<file path="src/include/pcp_pkg.sv">
// shared constants for the port 1 / port 3 pin control block
package pcp_pkg;

  // ----------------------------------------------------------------
  // bus geometry
  // ----------------------------------------------------------------
  localparam int          ADDR_W          = 8;
  localparam int          DATA_W          = 32;
  localparam int          HTRANS_ACT_BIT  = 1;

  // ----------------------------------------------------------------
  // register byte offsets
  // ----------------------------------------------------------------
  localparam logic [7:0]  OFS_PORT_CFG    = 8'h00;
  localparam logic [7:0]  OFS_P1_DIR      = 8'h04;
  localparam logic [7:0]  OFS_P1_DATA     = 8'h08;
  localparam logic [7:0]  OFS_P1_IN       = 8'h0C;
  localparam logic [7:0]  OFS_P3_MODE     = 8'h10;
  localparam logic [7:0]  OFS_P3_DATA     = 8'h14;
  localparam logic [7:0]  OFS_P3_IN       = 8'h18;
  localparam logic [7:0]  OFS_IRQ_STAT    = 8'h1C;
  localparam logic [7:0]  OFS_IRQ_MASK    = 8'h20;

  // ----------------------------------------------------------------
  // field positions
  // ----------------------------------------------------------------
  localparam int          CFG_CMP_OUT_BIT = 0;
  localparam int          CFG_PUSHPULL_BIT = 1;
  localparam int          CFG_W           = 2;
  localparam int          MODE_ANALOG_BIT = 0;
  localparam int          IRQ_ZERO_BIT    = 0;
  localparam int          IRQ_ONE_BIT     = 1;
  localparam int          IRQ_TWO_BIT     = 2;
  localparam int          IRQ_W           = 3;
  localparam int          P3_IN_W         = 4;
  localparam int          P3_OUT_W        = 4;
  localparam int          P3_OUT_LSB      = 4;

  // ----------------------------------------------------------------
  // reset values
  // ----------------------------------------------------------------
  localparam logic [1:0]  PORT_CFG_RST    = 2'h0;
  localparam logic [7:0]  P1_DIR_RST      = 8'h00;
  localparam logic [7:0]  P1_DATA_RST     = 8'h00;
  localparam logic [3:0]  P3_DATA_RST     = 4'h0;
  localparam logic [2:0]  IRQ_MASK_RST    = 3'h0;

  // ----------------------------------------------------------------
  // types
  // ----------------------------------------------------------------
  typedef enum logic [1:0] {
    TSEL_PORT  = 2'h0,
    TSEL_T8    = 2'h1,
    TSEL_T16   = 2'h2,
    TSEL_LOGIC = 2'h3
  } pcp_tsel_e;

  typedef enum logic {BUS_IDLE, BUS_ACCESS} pcp_bus_e;

endpackage

</file>
<file path="src/pcp_top.sv">
// port 1 and port 3 pin control with AHB-Lite register access
// Function
// - port 1 lines are all inputs after power-on reset
// - one configuration bit selects port 1 push-pull or open-drain drive
// - driver-style bit one gives push-pull, zero gives open-drain
// - stop-mode recovery returns every port 1 line to input
// - analog mode sends port 3 lines 1 and 2 to comparator front ends
// - analog mode takes comparator references from line 3 and ref pin
// - analog mode diverts line 3 latch and interrupt to stop recovery
// - digital mode shows line 3 as input bit 3 and raises interrupt one
// - stop mode powers comparators down; software keeps sources digital
// - comparator results can leave on port 3 lines 4 and 7
// - configuration bit 0 one drives comparator outputs, zero normal port
// - port 3 outputs can carry each timer output and the AND/OR logic
// - timer output selection follows common, 8-bit and 16-bit controls
`timescale 1ns/100ps
module pcp_top
  import pcp_pkg::*;
(
  input  wire logic                 hclk,
  input  wire logic                 hresetn,
  input  wire logic                 hsel,
  input  wire logic [31:0]          haddr,
  input  wire logic [1:0]           htrans,
  input  wire logic                 hwrite,
  input  wire logic [2:0]           hsize,
  input  wire logic [DATA_W-1:0]    hwdata,
  input  wire logic                 hready,
  output logic                      hreadyout,
  output logic                      hresp,
  output logic      [DATA_W-1:0]    hrdata,
  output logic                      irq,
  input  wire logic [7:0]           port1_in,
  output logic      [7:0]           port1_out,
  output logic      [7:0]           port1_oe,
  input  wire logic [P3_IN_W-1:0]   port3_in,
  output logic      [P3_OUT_W-1:0]  port3_out,
  input  wire logic                 comparator_ref_pin,
  input  wire logic [1:0]           comparator_result,
  output logic                      comparator_power,
  output logic                      comparator_analog,
  input  wire logic [1:0]           timer_common_ctrl,
  input  wire logic                 timer8_ctrl,
  input  wire logic                 timer16_ctrl,
  input  wire logic                 eight_bit_timer,
  input  wire logic                 sixteen_bit_timer,
  input  wire logic                 and_or_out,
  input  wire logic                 stop_mode,
  input  wire logic                 stop_recovery,
  output logic      [2:0]           stop_recovery_src,
  output logic                      stop_recovery_alt
);

  // ----------------------------------------------------------------
  // declarations
  // ----------------------------------------------------------------
  pcp_bus_e             bus_reg;
  logic [ADDR_W-1:0]    addr_reg;
  logic                 mapped_reg;
  logic                 write_reg;
  logic                 bus_req;
  logic                 wr_en;
  logic [DATA_W-1:0]    rd_next;

  logic [CFG_W-1:0]     port_config_reg;
  logic [7:0]           p1_dir_reg;
  logic [7:0]           p1_data_reg;
  logic                 p3_mode_reg;
  logic [P3_OUT_W-1:0]  p3_data_reg;
  logic [IRQ_W-1:0]     irq_mask_reg;

  logic [7:0]           p1_sync;
  logic [P3_IN_W-1:0]   p3_sync;
  logic [1:0]           cmp_sync;
  logic                 analog;
  logic [7:0]           p3_in_val;

  logic                 src1_prev_reg;
  logic                 src2_prev_reg;
  logic                 src3_prev_reg;
  logic                 src1;
  logic                 src2;
  logic [IRQ_W-1:0]     irq_evt;
  logic [IRQ_W-1:0]     irq_clr;
  logic [IRQ_W-1:0]     irq_status;

  logic [P3_OUT_W-1:0]  p3_out_next;
  pcp_tsel_e            line6_sel;

  // ----------------------------------------------------------------
  // input synchronisers
  // ----------------------------------------------------------------
  pcp_sync #(
    .W   (8),
    .RST (8'h00)
  ) u_sync_p1 (
    .hclk    (hclk),
    .hresetn (hresetn),
    .d       (port1_in),
    .q       (p1_sync)
  );

  pcp_sync #(
    .W   (P3_IN_W),
    .RST (4'h0)
  ) u_sync_p3 (
    .hclk    (hclk),
    .hresetn (hresetn),
    .d       ({port3_in[3:1], comparator_ref_pin}),
    .q       (p3_sync)
  );

  pcp_sync #(
    .W   (2),
    .RST (2'h0)
  ) u_sync_cmp (
    .hclk    (hclk),
    .hresetn (hresetn),
    .d       (comparator_result),
    .q       (cmp_sync)
  );

  // ----------------------------------------------------------------
  // AHB-Lite slave: one wait state on every transfer
  // ----------------------------------------------------------------
  assign bus_req = hsel & htrans[HTRANS_ACT_BIT] & hready;
  assign wr_en   = (bus_reg == BUS_ACCESS) & write_reg & mapped_reg;

  always_ff @(posedge hclk or negedge hresetn) begin
    if (!hresetn) begin
      bus_reg    <= BUS_IDLE;
      addr_reg   <= '0;
      mapped_reg <= 1'b0;
      write_reg  <= 1'b0;
      hreadyout  <= 1'b1;
    end else begin
      unique case (bus_reg)
        BUS_IDLE: begin
          if (bus_req) begin
            addr_reg   <= haddr[ADDR_W-1:0];
            mapped_reg <= (haddr[31:ADDR_W] == '0);
            write_reg  <= hwrite;
            hreadyout  <= 1'b0;
            bus_reg    <= BUS_ACCESS;
          end
        end
        BUS_ACCESS: begin
          hreadyout <= 1'b1;
          bus_reg   <= BUS_IDLE;
        end
      endcase
    end
  end

  always_ff @(posedge hclk or negedge hresetn) begin
    if (!hresetn) begin
      hresp <= 1'b0;
    end else begin
      hresp <= 1'b0;
    end
  end

  always_ff @(posedge hclk or negedge hresetn) begin
    if (!hresetn) begin
      hrdata <= '0;
    end else if (bus_reg == BUS_ACCESS && !write_reg) begin
      hrdata <= mapped_reg ? rd_next : '0;
    end
  end

  // ----------------------------------------------------------------
  // read multiplexer
  // ----------------------------------------------------------------
  always_comb begin
    rd_next = '0;
    case (addr_reg)
      OFS_PORT_CFG: rd_next[CFG_W-1:0]    = port_config_reg;
      OFS_P1_DIR:   rd_next[7:0]          = p1_dir_reg;
      OFS_P1_DATA:  rd_next[7:0]          = p1_data_reg;
      OFS_P1_IN:    rd_next[7:0]          = p1_sync;
      OFS_P3_MODE:  rd_next[MODE_ANALOG_BIT] = p3_mode_reg;
      OFS_P3_DATA:  rd_next[7:P3_OUT_LSB] = p3_data_reg;
      OFS_P3_IN:    rd_next[7:0]          = p3_in_val;
      OFS_IRQ_STAT: rd_next[IRQ_W-1:0]    = irq_status;
      OFS_IRQ_MASK: rd_next[IRQ_W-1:0]    = irq_mask_reg;
      default:      rd_next               = '0;
    endcase
  end

  // ----------------------------------------------------------------
  // software registers
  // ----------------------------------------------------------------
  always_ff @(posedge hclk or negedge hresetn) begin
    if (!hresetn) begin
      port_config_reg <= PORT_CFG_RST;
    end else if (wr_en && addr_reg == OFS_PORT_CFG) begin
      port_config_reg <= hwdata[CFG_W-1:0];
    end
  end

  always_ff @(posedge hclk or negedge hresetn) begin
    if (!hresetn) begin
      p1_dir_reg <= P1_DIR_RST;
    end else if (stop_recovery) begin
      p1_dir_reg <= P1_DIR_RST;
    end else if (wr_en && addr_reg == OFS_P1_DIR) begin
      p1_dir_reg <= hwdata[7:0];
    end
  end

  always_ff @(posedge hclk or negedge hresetn) begin
    if (!hresetn) begin
      p1_data_reg <= P1_DATA_RST;
    end else if (wr_en && addr_reg == OFS_P1_DATA) begin
      p1_data_reg <= hwdata[7:0];
    end
  end

  always_ff @(posedge hclk or negedge hresetn) begin
    if (!hresetn) begin
      p3_mode_reg <= 1'b0;
    end else if (wr_en && addr_reg == OFS_P3_MODE) begin
      p3_mode_reg <= hwdata[MODE_ANALOG_BIT];
    end
  end

  always_ff @(posedge hclk or negedge hresetn) begin
    if (!hresetn) begin
      p3_data_reg <= P3_DATA_RST;
    end else if (wr_en && addr_reg == OFS_P3_DATA) begin
      p3_data_reg <= hwdata[7:P3_OUT_LSB];
    end
  end

  always_ff @(posedge hclk or negedge hresetn) begin
    if (!hresetn) begin
      irq_mask_reg <= IRQ_MASK_RST;
    end else if (wr_en && addr_reg == OFS_IRQ_MASK) begin
      irq_mask_reg <= hwdata[IRQ_W-1:0];
    end
  end

  // ----------------------------------------------------------------
  // port 3 input view
  // ----------------------------------------------------------------
  assign analog = p3_mode_reg;

  always_comb begin
    p3_in_val    = '0;
    p3_in_val[0] = p3_sync[0];
    if (analog) begin
      p3_in_val[2:1] = cmp_sync;
    end else begin
      p3_in_val[3:1] = p3_sync[3:1];
    end
    p3_in_val[7:P3_OUT_LSB] = port3_out;
  end

  // ----------------------------------------------------------------
  // interrupt sources: falling edges of the selected levels
  // ----------------------------------------------------------------
  assign src1 = analog ? cmp_sync[0] : p3_sync[1];
  assign src2 = analog ? cmp_sync[1] : p3_sync[2];

  always_ff @(posedge hclk or negedge hresetn) begin
    if (!hresetn) begin
      src1_prev_reg <= 1'b0;
      src2_prev_reg <= 1'b0;
      src3_prev_reg <= 1'b0;
    end else begin
      src1_prev_reg <= src1;
      src2_prev_reg <= src2;
      src3_prev_reg <= p3_sync[3];
    end
  end

  always_comb begin
    irq_evt              = '0;
    irq_evt[IRQ_TWO_BIT] = src1_prev_reg & ~src1;
    irq_evt[IRQ_ZERO_BIT] = src2_prev_reg & ~src2;
    // line 3 raises interrupt one only in digital mode
    irq_evt[IRQ_ONE_BIT] = ~analog & src3_prev_reg & ~p3_sync[3];
  end

  assign irq_clr = (wr_en && addr_reg == OFS_IRQ_STAT)
                   ? hwdata[IRQ_W-1:0] : '0;

  pcp_irq #(
    .W (IRQ_W)
  ) u_irq (
    .hclk    (hclk),
    .hresetn (hresetn),
    .evt     (irq_evt),
    .clr     (irq_clr),
    .mask    (irq_mask_reg),
    .status  (irq_status),
    .irq     (irq)
  );

  // ----------------------------------------------------------------
  // comparator control and stop-mode recovery sources
  // ----------------------------------------------------------------
  always_ff @(posedge hclk or negedge hresetn) begin
    if (!hresetn) begin
      comparator_power  <= 1'b0;
      comparator_analog <= 1'b0;
    end else begin
      comparator_power  <= analog & ~stop_mode;
      comparator_analog <= analog;
    end
  end

  always_ff @(posedge hclk or negedge hresetn) begin
    if (!hresetn) begin
      stop_recovery_src <= '0;
      stop_recovery_alt <= 1'b0;
    end else begin
      stop_recovery_src <= analog ? 3'h0 : p3_sync[3:1];
      stop_recovery_alt <= analog & p3_sync[3];
    end
  end

  // ----------------------------------------------------------------
  // port 1 drivers
  // ----------------------------------------------------------------
  always_ff @(posedge hclk or negedge hresetn) begin
    if (!hresetn) begin
      port1_out <= '0;
      port1_oe  <= '0;
    end else begin
      port1_out <= p1_data_reg;
      if (port_config_reg[CFG_PUSHPULL_BIT]) begin
        port1_oe <= p1_dir_reg;
      end else begin
        port1_oe <= p1_dir_reg & ~p1_data_reg;
      end
    end
  end

  // ----------------------------------------------------------------
  // port 3 output selection
  // ----------------------------------------------------------------
  assign line6_sel = pcp_tsel_e'(timer_common_ctrl);

  always_comb begin
    p3_out_next = p3_data_reg;
    if (port_config_reg[CFG_CMP_OUT_BIT]) begin
      p3_out_next[0] = cmp_sync[0];
    end else if (timer8_ctrl) begin
      p3_out_next[0] = eight_bit_timer;
    end
    if (timer16_ctrl) begin
      p3_out_next[1] = sixteen_bit_timer;
    end
    unique case (line6_sel)
      TSEL_PORT:  p3_out_next[2] = p3_data_reg[2];
      TSEL_T8:    p3_out_next[2] = eight_bit_timer;
      TSEL_T16:   p3_out_next[2] = sixteen_bit_timer;
      TSEL_LOGIC: p3_out_next[2] = and_or_out;
    endcase
    if (port_config_reg[CFG_CMP_OUT_BIT]) begin
      p3_out_next[3] = cmp_sync[1];
    end
  end

  always_ff @(posedge hclk or negedge hresetn) begin
    if (!hresetn) begin
      port3_out <= P3_DATA_RST;
    end else begin
      port3_out <= p3_out_next;
    end
  end

endmodule

</file>
<file path="src/pcp_sync.sv">
// three-stage input synchroniser with agreement filter
`timescale 1ns/100ps
module pcp_sync #(
  parameter int W   = 8,
  parameter logic [W-1:0] RST = '0
) (
  input  wire logic         hclk,
  input  wire logic         hresetn,
  input  wire logic [W-1:0] d,
  output logic      [W-1:0] q
);

  logic [W-1:0] s1_reg;
  logic [W-1:0] s2_reg;
  logic [W-1:0] s3_reg;

  if (W < 1) $error("pcp_sync width must be positive");

  always_ff @(posedge hclk or negedge hresetn) begin
    if (!hresetn) begin
      s1_reg <= RST;
      s2_reg <= RST;
      s3_reg <= RST;
      q      <= RST;
    end else begin
      s1_reg <= d;
      s2_reg <= s1_reg;
      s3_reg <= s2_reg;
      // a bit changes only once two late stages agree
      q      <= (q & (s2_reg ^ s3_reg)) | (s3_reg & ~(s2_reg ^ s3_reg));
    end
  end

endmodule

</file>
<file path="src/pcp_irq.sv">
// sticky interrupt status with write-one-to-clear and mask
`timescale 1ns/100ps
module pcp_irq #(
  parameter int W = 3
) (
  input  wire logic         hclk,
  input  wire logic         hresetn,
  input  wire logic [W-1:0] evt,
  input  wire logic [W-1:0] clr,
  input  wire logic [W-1:0] mask,
  output logic      [W-1:0] status,
  output logic              irq
);

  logic [W-1:0] status_next;

  if (W < 1) $error("pcp_irq width must be positive");

  // a new event wins over a clear in the same cycle
  always_comb begin
    status_next = (status & ~clr) | evt;
  end

  always_ff @(posedge hclk or negedge hresetn) begin
    if (!hresetn) begin
      status <= '0;
    end else begin
      status <= status_next;
    end
  end

  always_ff @(posedge hclk or negedge hresetn) begin
    if (!hresetn) begin
      irq <= 1'b0;
    end else begin
      irq <= |(status_next & mask);
    end
  end

endmodule

</file>
<file path="config.mk">
export PLATFORM = sky130hd
export DESIGN_NAME = pcp_top
export DESIGN_NICKNAME = d
export VERILOG_FILES = /design/src/include/pcp_pkg.sv /design/src/pcp_top.sv /design/src/pcp_sync.sv /design/src/pcp_irq.sv
export SDC_FILE = /design/constraint.sdc
export NUM_CORES = 1
export LEC_CHECK = 0
export CAP_MARGIN = 20
export CORE_MARGIN = 4
export CORE_UTILIZATION = 30
export CTS_CLUSTER_SIZE = 20
export DETAILED_ROUTE_END_ITERATION = 6
export DONT_BUFFER_PORTS = 1
export GPL_TIMING_DRIVEN = 1
export PLACE_DENSITY_LB_ADDON = 0.25
export SLEW_MARGIN = 40
export SYNTH_ARGS = -nofsm -noshare
export SYNTH_HDL_FRONTEND = slang
export SYNTH_HIERARCHICAL = 1
export SYNTH_SLANG_ARGS = --single-unit
</file>
<file path="constraint.sdc">
create_clock -name hclk -period 2.93 [get_ports hclk]
set_clock_uncertainty 0.05 [all_clocks]
set_input_delay 0.293 -clock hclk [delete_from_list [all_inputs] [get_ports hclk]]
set_output_delay 0.293 -clock hclk [all_outputs]
set_load 0.01 [all_outputs]
</file>
==> results by group, run 1 <==
Logic synthesis
  – Yosys warnings: 6
  – Mapped Avg Cell Area: 13.0 um2
  – Sequential element share of the synthesized area: 0.637
  – Area share of xor/xnor cells in the synthesized design: 0
  – Netlist Area Pre-Place: 0.00531 mm2
  – Simple-Gate Fraction of Synth Area: 0.117
  – Post-synthesis mux area share: 0.0941
  – Largest family of logic cells by synthesized area: simple AND/OR/NAND/NOR gates
  – Yosys cell types: 53
  – Cells after Synth: 409
  – Post-synthesis adder-cell area fraction: 0.0297
  – Compound-Gate Fraction of Synth Area: 0.0596
  – Async set-reset flop share out of synthesis: 1.00
  – Post-synth EDFFs: 0
  – Synth Register Bits: 135
  – Synth Flop Type: dfrtp_1

Clock network
  – CTS Root Buffer Type: clkbuf_16
  – Clk slew on worst S/H paths: 60 ps
  – Clock buffer depth: 2
  – CTS Buf Count: 17
  – PostCTS Resize Cnt: 0
  – CTS sink cnt: 135
  – CTS tree: done
  – H-Tree Depth: 4
  – Hold Buf Count CTS: 40
  – Clock latency at the later pin of the worst-skew pair: 430 ps

Power
  – Sw power: 0.00107 W
  – Sw Ratio: 0.231
  – Power per cell area: 722 mW/mm2
  – Share of power burned in registers: 0.442
  – Total Power: 0.00465 W
  – Combinational power share: 0.071
  – Clk pwr share: 0.487
  – Leakage: 2.79 nW
  – Peak VDD IR: 426 uV
  – P_int: 0.00358 W

Critical path
  – Worst path cell trace: or4_4 > nor4_4 > buf_4 > mux2i_1 > nor2_1 > dlygate4sd3_1
  – Worst setup EP type: flip-flop
  – Crit start category: flip-flop
  – CP Buf/Inv Count: 2
  – Worst path slowest cell: or4_4
  – Delay of the slowest critical-path stage: 670 ps
  – Crit path kind: flip-flop to flip-flop
  – Worst path required time: 3190 ps
  – Critical Path Fanout Max: 14
  – Critical Path AT: 2850 ps
  – Crit path max-delay family: simple AND/OR/NAND/NOR gates

Outcome
  – Status: complete, but fails checks
  – Failing checks: hold timing

Job
  – Max Cap Viol: 0

STA
  – RSZ-0062 raised after global routing: false
  – Worst-margin pin slew: 561 ps
  – Final Hold Vio Count: 135
  – Fin. max-slew vios: 0
  – Peak Freq: 385 MHz
  – Fin crit share: 0.886
  – Worst hold slack: -485 ps
  – Post-layout minimum cycle time: 2600 ps
  – TNS Setup: 0 ps
  – Final setup vio count: 0
  – Rel. slew slack: 0.616

Drt
  – Pre-antenna DRT Iters: 4
  – 1st-iter DRT viols: 175
  – ANT nets after route: 0
  – Via-to-Cell Ratio: 4.54
  – Routed wire length: 12000 um
  – WL per Instance: 17.5 um
  – Via count: 3116
  – WL met2: 5860 um
  – Highest routing layer actually used: met4
  – Met1 Routed Length: 5280 um
  – WL met3: 776 um
  – DR DRC count: 0

Die
  – Row count: 48
  – I/O Pins: 159
  – Core area: 0.0173 mm2
  – Initial core utilization: 0.307
  – Die ar.: 0.0199 mm2
  – Chip width: 141 um
  – Die Ht: 141 um

Layout
  – Layout cells sized above 1: 0.180
  – Fill count: 1701
  – Area grow syn2layout: 21.4%
  – Final net count: 548
  – ANT cells: 0
  – Layout Utilization: 0.372

GRT
  – Largest net degree at the start of global routing: 136
  – First-pass GRT wire length: 18900 um
  – Vias in the first global route: 3298
  – GRT overflow: 0
  – Initial antenna violation count: 0
  – Total GRT Usage: 0.126

Placed design
  – # port buffers: 0
  – Detailed Place HPWL: 8240 um
  – RD Place Congestion: 0.833

Hold path
  – Hold Path Class: primary input to async pin
## cells in the final DEF (no fill, tap or decap), types with 4 or more instances in the layout
cell | synthesis | routed
mux2i_1 | 24 | 24
nand3_1 | 4 | 4
nor4_1 | 8 | 8
conb_1 | 1 | 25
nor2b_1 | 6 | 6
nor2_1 | 14 | 14
dlygate4sd3_1 | 0 | 40
mux2_2 | 20 | 20
maj3_2 | 14 | 14
clkbuf_16 | 0 | 17
nand2b_1 | 5 | 5
nor3_1 | 14 | 14
bufinv_16 | 0 | 4
dfrtp_1 | 134 | 134
nand2_1 | 39 | 39
inv_1 | 7 | 7
o21ai_0 | 10 | 10
a21boi_0 | 8 | 8
a211oi_1 | 4 | 4
buf_4 | 29 | 5
## kinds of logic (layout without fill, tap and decap cells)
| group | after synthesis | count (layout) |
|---|---|---|
| muxes | 46 | 46 |
| and+or+nand+nor | 115 | 115 |
| adders and majority gates | 14 | 14 |
| DFF | 135 | 135 |
| AOI/OAI and AO/OA | 44 | 44 |
| other | 1 | 25 |
| buffers and inverters | 54 | 83 |
## metal layers
layer,global-route usage,vias up
met4,0.0449,0
li1,-,1468
met3,0.0512,8
met5,0,-
met2,0.198,85
met1,0.157,1555
## cells in the mapped netlist, types with 4 or more instances
library cell	instances	area (um2)
dfrtp_1	134	3350
nand2_1	39	146
nor2b_1	6	37.5
inv_1	7	26.3
nor2_1	14	52.6
a211oi_1	4	30.0
buf_4	29	218
mux2i_1	24	240
a21boi_0	8	60.1
maj3_2	14	158
nor4_1	8	50.1
nor3_1	14	70.1
mux2_2	20	225
buf_1	4	15.0
nand3_1	4	20.0
nand2b_1	5	31.3
clkbuf_1	9	33.8
o21ai_0	10	50.1
## power by group through the flow
stage / clock network, W / registers (W) / logic (W)
2_1_floorplan: 0 / 0.00204 / 0.000295
5_1_grt: 0.00242 / 0.00207 / 0.000370
3_3_place_gp: 0 / 0.00209 / 0.000281
4_1_cts: 0.00233 / 0.00206 / 0.000334
3_5_place_dp: 0 / 0.00209 / 0.000285
6_report: 0.00227 / 0.00205 / 0.000331
## worst paths after layout
check | start | to | slack [ps] | depth (start not counted)
min in group hclk | haddr[29] | mapped_reg$_DFFE_PN0P_ | 40 | 3
min reg2reg | u_sync_p1/s1_reg[6]$_DFF_PN0_ | u_sync_p1/s2_reg[6]$_DFF_PN0_ | 300 | 0
max reg2reg | addr_reg[5]$_DFFE_PN0P_ | p1_dir_reg[5]$_DFFE_PN0P_ | 330 | 6
max in group asynchronous | hresetn | hreadyout$_DFFE_PN1P_ | 3060 | 0
max | addr_reg[5]$_DFFE_PN0P_ | p1_dir_reg[5]$_DFFE_PN0P_ | 330 | 6
min | hresetn | u_sync_cmp/s1_reg[1]$_DFF_PN0_ | -490 | 0
## metrics by stage
stage	setup slack, ps	hold slack, ps	std cells	cell area, um2
2_1_floorplan	702	-52.6	433	5400
3_3_place_gp	395	-47.7	615	5410
3_5_place_dp	357	-47.8	615	5410
4_1_cts	105	-505	686	6430
5_1_grt	210	-509	687	6440
6_report	334	-485	687	6440
## worst reg2reg max path: stages, from the launching register on
cell	delay (ps)
dfrtp_1	520
or4_4	670
nor4_4	260
buf_4	200
mux2i_1	180
nor2_1	50
dlygate4sd3_1	560
## area by class of cell
cell class                 instances  area [um2]  area share
clock buffer                      19         453      0.0703
clock inverter                    12         175      0.0272
timing repair buffer              45         438      0.0680
inverter                           7        26.3     0.00408
sequential                       135        3380       0.525
multi-input combinational        244        1690       0.262
tap                              225         282      0.0437
## repair_timing
action	CTS	global route
hold endpoints to repair	188	135
buffers inserted	0	1
setup endpoints to repair	0	1
Note: power is estimated with default switching activity, not from simulation.
==> inputs of run 2 (changes only) <==
CORE_ASPECT_RATIO = 1.25   (was default)
==> results by group, run 2 (same netlist as run 1, synthesis figures left out) <==
GRT
  – Initial antenna violation count: 0 (unchanged)
  – Met2 GRT Util: 0.204 (+0.00575)
  – Met3 Use GR: 0.0468 (-0.00445)
  – Vias in the first global route: 3339 (+1.2%)
  – Most used routing layer in global routing: met2
  – Total GRT Usage: 0.126 (about the same)
  – GRT overflow: 0 (unchanged)
  – First-pass GRT wire length: 18900 um (-0.25%)
  – Largest net degree at the start of global routing: 136 (unchanged)
  – Met1 usage: 0.146 (-0.0107)

Clock network
  – CTS sink cnt: 135 (unchanged)
  – H-Tree Depth: 4 (unchanged)
  – Clock buffer depth: 2 (unchanged)
  – CTS tree: done
  – Clock latency at the later pin of the worst-skew pair: 410 ps (-20 ps)
  – CTS Root Buffer Type: clkbuf_16
  – PostCTS Resize Cnt: 0 (unchanged)
  – CTS Buf Count: 17 (unchanged)
  – Postcts setup bufs: 0 (unchanged)
  – Hold Buf Count CTS: 39 (-2.5%)
  – Clk slew on worst S/H paths: 60 ps (about the same)

Layout
  – Design Area, Final: 0.00637 mm2 (-1.0%)
  – Final net count: 546 (-0.36%)
  – Most frequent cells in the layout: dfrtp_1, nand2_1, dlygate4sd3_1
  – Layout Utilization: 0.366 (-0.00669)
  – ANT cells: 0 (unchanged)
  – Layout cells sized above 1: 0.178 (-0.00178)
  – Area grow syn2layout: 20.1%
  – Commonest non-fill, non-tap cell in the layout: dfrtp_1

Critical path
  – Worst R2R Path Depth: 7 (+1)
  – Crit path top cell by count: buf_4
  – Critical Path Fanout Max: 15 (+1)
  – CP endpoint: p1_dir_reg[3]$_DFFE_PN0P_
  – R2r endpoint: p1_dir_reg[3]$_DFFE_PN0P_
  – CP Launch Point: addr_reg[4]$_DFFE_PN0P_
  – Crit path max-delay family: buffers and inverters
  – Worst path required time: 3180 ps (about the same)
  – R2R Setup Slk: 190 ps (-140 ps)
  – Crit path kind: flip-flop to flip-flop
  – Worst path cell trace: buf_4 > or4_4 > nor4_4 > buf_4 > mux2i_1 > nor2_1 > dlygate4sd3_1
  – RR Startpoint: addr_reg[4]$_DFFE_PN0P_
  – Delay of the slowest critical-path stage: 600 ps (-70 ps)
  – Worst path slowest cell: or4_4
  – CP Buf/Inv Count: 3 (+1)
  – WP depth: 7 (+1)
  – Crit start category: flip-flop
  – Worst setup EP type: flip-flop
  – Critical Path AT: 2990 ps (+140 ps)

Hold path
  – Hold Path Class: primary input to async pin

Drt
  – Pre-antenna DRT Iters: 4 (unchanged)
  – Via-to-Cell Ratio: 4.62 (+2.0%)
  – Routed wire length: 12300 um (+2.2%)
  – DR DRC count: 0 (unchanged)
  – ANT nets after route: 0 (unchanged)
  – WL per Instance: 17.9 um (+2.5%)
  – Via count: 3168 (+1.7%)
  – 1st-iter DRT viols: 179 (+2.3%)

STA
  – Final setup vio count: 0 (unchanged)
  – Peak Freq: 365 MHz (-5.2%)
  – TNS Setup: 0 ps (unchanged)
  – Fin crit share: 0.935 (+0.0487)
  – Rel. slew slack: 0.623 (+0.00659)
  – Worst hold slack: -478 ps (+7.24 ps)
  – Worst-margin pin slew: 566 ps (+4.62 ps)
  – Final WS setup: 192 ps (-143 ps)
  – RSZ-0062 raised after global routing: false
  – Fin. max-slew vios: 0 (unchanged)
  – Post-layout minimum cycle time: 2740 ps (+143 ps)
  – Final Hold Vio Count: 135 (unchanged)

Die
  – Initial core utilization: 0.304 (-0.00238)
  – Row count: 54 (+13%)
  – Die ar.: 0.0199 mm2 (about the same)
  – Core area: 0.0174 mm2 (+0.78%)
  – Die Ht: 157 um (+11%)
  – Chip width: 127 um (-10%)
  – I/O Pins: 159 (unchanged)

Job
  – Max Cap Viol: 0 (unchanged)

Placed design
  – Detailed Place HPWL: 8420 um (+2.2%)
  – RD Place Congestion: 0.802 (-3.7%)
  – # port buffers: 0 (unchanged)
  – Post-place setup slack: 329 ps (-27.1 ps)
  – DP Area: 0.00540 mm2 (about the same)

Power
  – Leakage: 2.75 nW (-1.5%)
  – Power per cell area: 701 mW/mm2 (-2.9%)
  – Peak VDD IR: 354 uV (-17%)
  – Total Power: 0.00447 W (-3.9%)

Outcome
  – Failing checks: hold timing
  – Status: complete, but fails checks
-- run 2: final cells by class --
cell class              instances  area [um2]
well taps                     224         280
clock inverters                14         151
clock buffers                  18         429
repair buffers                 43         420
multi-input cells             244        1690
fillers                      1725       11100
flip-flops and latches        135        3380
inverters                       7        26.3
-- run 2: metal layers --
| metal | wire length [um] | share of wire |
|---|---|---|
| met5 | 0 | 0 |
| met4 | 286 | 0.023 |
| met3 | 791 | 0.065 |
| met2 | 6250 | 0.51 |
| met1 | 4930 | 0.40 |
-- run 2: worst register-to-register path, stage by stage, from the launching register on --
cell	delay, ps
dfrtp_1	370
buf_4	210
or4_4	610
nor4_4	310
buf_4	260
mux2i_1	190
nor2_1	50
dlygate4sd3_1	570
-- run 2: through the flow --
| stage | std cells | hold slack [ps] |
|---|---|---|
| 2_1_floorplan | 433 | -52.6 |
| 3_3_place_gp | 614 | -48.9 |
| 3_5_place_dp | 614 | -48.1 |
| 4_1_cts | 685 | -502 |
| 5_1_grt | 685 | -512 |
| 6_report | 685 | -478 |
-- run 2: worst min path at each step --
stage / endpoint / slack, ps
floorplan: addr_reg[0]$_DFFE_PN0P_ / -50
global placement: u_sync_p3/s1_reg[3]$_DFF_PN0_ / -50
detailed placement: u_sync_p3/s1_reg[3]$_DFF_PN0_ / -50
CTS: stop_recovery_src[0]$_DFF_PN0_ / -500
global route: stop_recovery_src[0]$_DFF_PN0_ / -510
finish: u_sync_p3/s1_reg[3]$_DFF_PN0_ / -480
-- run 2: where the power goes --
group / leakage, nW / internal [W] / switching [W]
clock network: 0.269 / 0.00126 / 0.000821
logic: 0.808 / 0.000152 / 0.000192
registers: 1.67 / 0.00196 / 0.0000840
total: 2.75 / 0.00337 / 0.00110
==> inputs of run 3 (changes only) <==
MAX_ROUTING_LAYER = met4   (was default)
==> results by group, run 3 (same netlist as run 1, synthesis figures left out) <==
STA
  – Post-layout minimum cycle time: 2740 ps (+5.74 ps)
  – TNS Setup: 0 ps (unchanged)
  – RSZ-0062 raised after global routing: false
  – Peak Freq: 364 MHz (-0.21%)
  – Rel. slew slack: 0.616 (-0.00716)
  – Final setup vio count: 0 (unchanged)
  – Fin crit share: 0.937 (+0.00196)
  – Fin. max-slew vios: 0 (unchanged)
  – Final Hold Vio Count: 135 (unchanged)
  – Worst hold slack: -481 ps (-3.23 ps)
  – Worst-margin pin slew: 571 ps (+5.47 ps)

Drt
  – Via-to-Cell Ratio: 4.57 (-1.1%)
  – Highest routing layer actually used: met4
  – WL per Instance: 18.1 um (+1.5%)
  – 1st-iter DRT viols: 211 (+18%)
  – Pre-antenna DRT Iters: 4 (unchanged)
  – WL met2: 6390 um (+2.3%)
  – Via count: 3143 (-0.79%)
  – ANT nets after route: 0 (unchanged)
  – Met1 Routed Length: 5150 um (+4.5%)
  – Routed wire length: 12500 um (+1.8%)
  – WL met3: 706 um (-11%)
  – DR DRC count: 0 (unchanged)

Critical path
  – Worst path cell trace: buf_4 > or4_4 > nor4_4 > buf_4 > mux2i_1 > nor2_1 > dlygate4sd3_1
  – Critical Path AT: 3000 ps (about the same)
  – Crit path kind: flip-flop to flip-flop
  – Delay of the slowest critical-path stage: 610 ps (about the same)
  – CP Buf/Inv Count: 3 (unchanged)
  – Crit path top cell by count: buf_4
  – Worst setup EP type: flip-flop
  – Crit path max-delay family: buffers and inverters
  – Worst path required time: 3180 ps (about the same)
  – Crit start category: flip-flop
  – Worst path slowest cell: or4_4
  – Critical Path Fanout Max: 15 (unchanged)

Layout
  – Layout cells sized above 1: 0.181 (+0.00355)
  – Final net count: 548 (+0.37%)
  – Area grow syn2layout: 22.2%
  – Commonest non-fill, non-tap cell in the layout: dfrtp_1
  – Design Area, Final: 0.00649 mm2 (+1.7%)
  – Most frequent cells in the layout: dfrtp_1, dlygate4sd3_1, nand2_1
  – ANT cells: 0 (unchanged)

Clock network
  – CTS Root Buffer Type: clkbuf_16
  – PostCTS Resize Cnt: 0 (unchanged)
  – Hold Buf Count CTS: 40 (+2.6%)
  – H-Tree Depth: 4 (unchanged)
  – Postcts setup bufs: 0 (unchanged)
  – Clock buffer depth: 2 (unchanged)
  – Clock latency at the later pin of the worst-skew pair: 420 ps (about the same)
  – CTS tree: done
  – CTS sink cnt: 135 (unchanged)
  – CTS Buf Count: 17 (unchanged)
  – Clk slew on worst S/H paths: 60 ps (about the same)

Outcome
  – Failing checks: hold timing
  – Status: complete, but fails checks

Die
  – Row count: 54 (unchanged)
  – I/O Pins: 159 (unchanged)
  – Core area: 0.0174 mm2 (unchanged)
  – Die ar.: 0.0199 mm2 (unchanged)
  – Die Ht: 157 um (unchanged)
  – Initial core utilization: 0.304 (unchanged)
  – Chip width: 127 um (unchanged)

Hold path
  – Hold Path Class: primary input to async pin

GRT
  – GRT overflow: 0 (unchanged)
  – Total GRT Usage: 0.133 (+0.00760)
  – First-pass GRT wire length: 19400 um (+2.5%)
  – Largest net degree at the start of global routing: 136 (unchanged)
  – Vias in the first global route: 3290 (-1.5%)
  – Initial antenna violation count: 0 (unchanged)

Placed design
  – # port buffers: 0 (unchanged)
  – RD Place Congestion: 0.792 (-1.2%)
  – Detailed Place HPWL: 8610 um (+2.2%)
  – DP Area: 0.00541 mm2 (+0.14%)

Power
  – Power per cell area: 742 mW/mm2 (+5.8%)
  – Peak VDD IR: 339 uV (-4.3%)
  – Leakage: 2.82 nW (+2.5%)

Job
  – Max Cap Viol: 0 (unchanged)
-- run 3: final timing paths --
| path | startpoint | to | cells after the start | slack, ps |
|---|---|---|---|---|
| min reg2reg | u_sync_p1/s1_reg[4]$_DFF_PN0_ | u_sync_p1/s2_reg[4]$_DFF_PN0_ | 0 | 290 |
| max | addr_reg[4]$_DFFE_PN0P_ | p1_dir_reg[3]$_DFFE_PN0P_ | 7 | 190 |
| min in group hclk | hwdata[1] | p1_dir_reg[1]$_DFFE_PN0P_ | 2 | 10 |
| min | hresetn | u_sync_p3/s1_reg[3]$_DFF_PN0_ | 0 | -480 |
| max reg2reg | addr_reg[4]$_DFFE_PN0P_ | p1_dir_reg[3]$_DFFE_PN0P_ | 7 | 190 |
| max in group asynchronous | hresetn | hreadyout$_DFFE_PN1P_ | 0 | 3020 |
-- run 3: where the power goes --
group | internal [W] | switching [W]
sequential | 0.00196 | 0.0000761
combinational | 0.000156 | 0.000206
clock | 0.00160 | 0.000808
-- run 3: final cells by class --
class                   count  area (um2)
clock buffers              21         480
clock inverters            11         194
fillers                  1697       10900
inverters                   7        26.3
multi-input cells         244        1690
flip-flops and latches    135        3380
well taps                 224         280
repair buffers             45         438
-- run 3: per-layer routing --
metal  up-vias  global-route usage
met3        21              0.0481
met1      1580               0.157
li1       1460                   -
met5         -                   -
met2        82               0.209
met4         0              0.0521
-- run 3: metrics by stage --
| step | cells | util | setup WS, ps | hold slack (ps) | power, W |
|---|---|---|---|---|---|
| after floorplan | 433 | - | 702 | -52.6 | 0.00234 |
| after global placement | 615 | 0.310 | 499 | -48.9 | 0.00238 |
| after detailed placement | 615 | 0.310 | 452 | -49.2 | 0.00239 |
| after CTS | 687 | 0.372 | 188 | -507 | 0.00488 |
| after global routing | 687 | 0.372 | 40.9 | -507 | 0.00500 |
| final | 687 | 0.372 | 186 | -481 | 0.00481 |
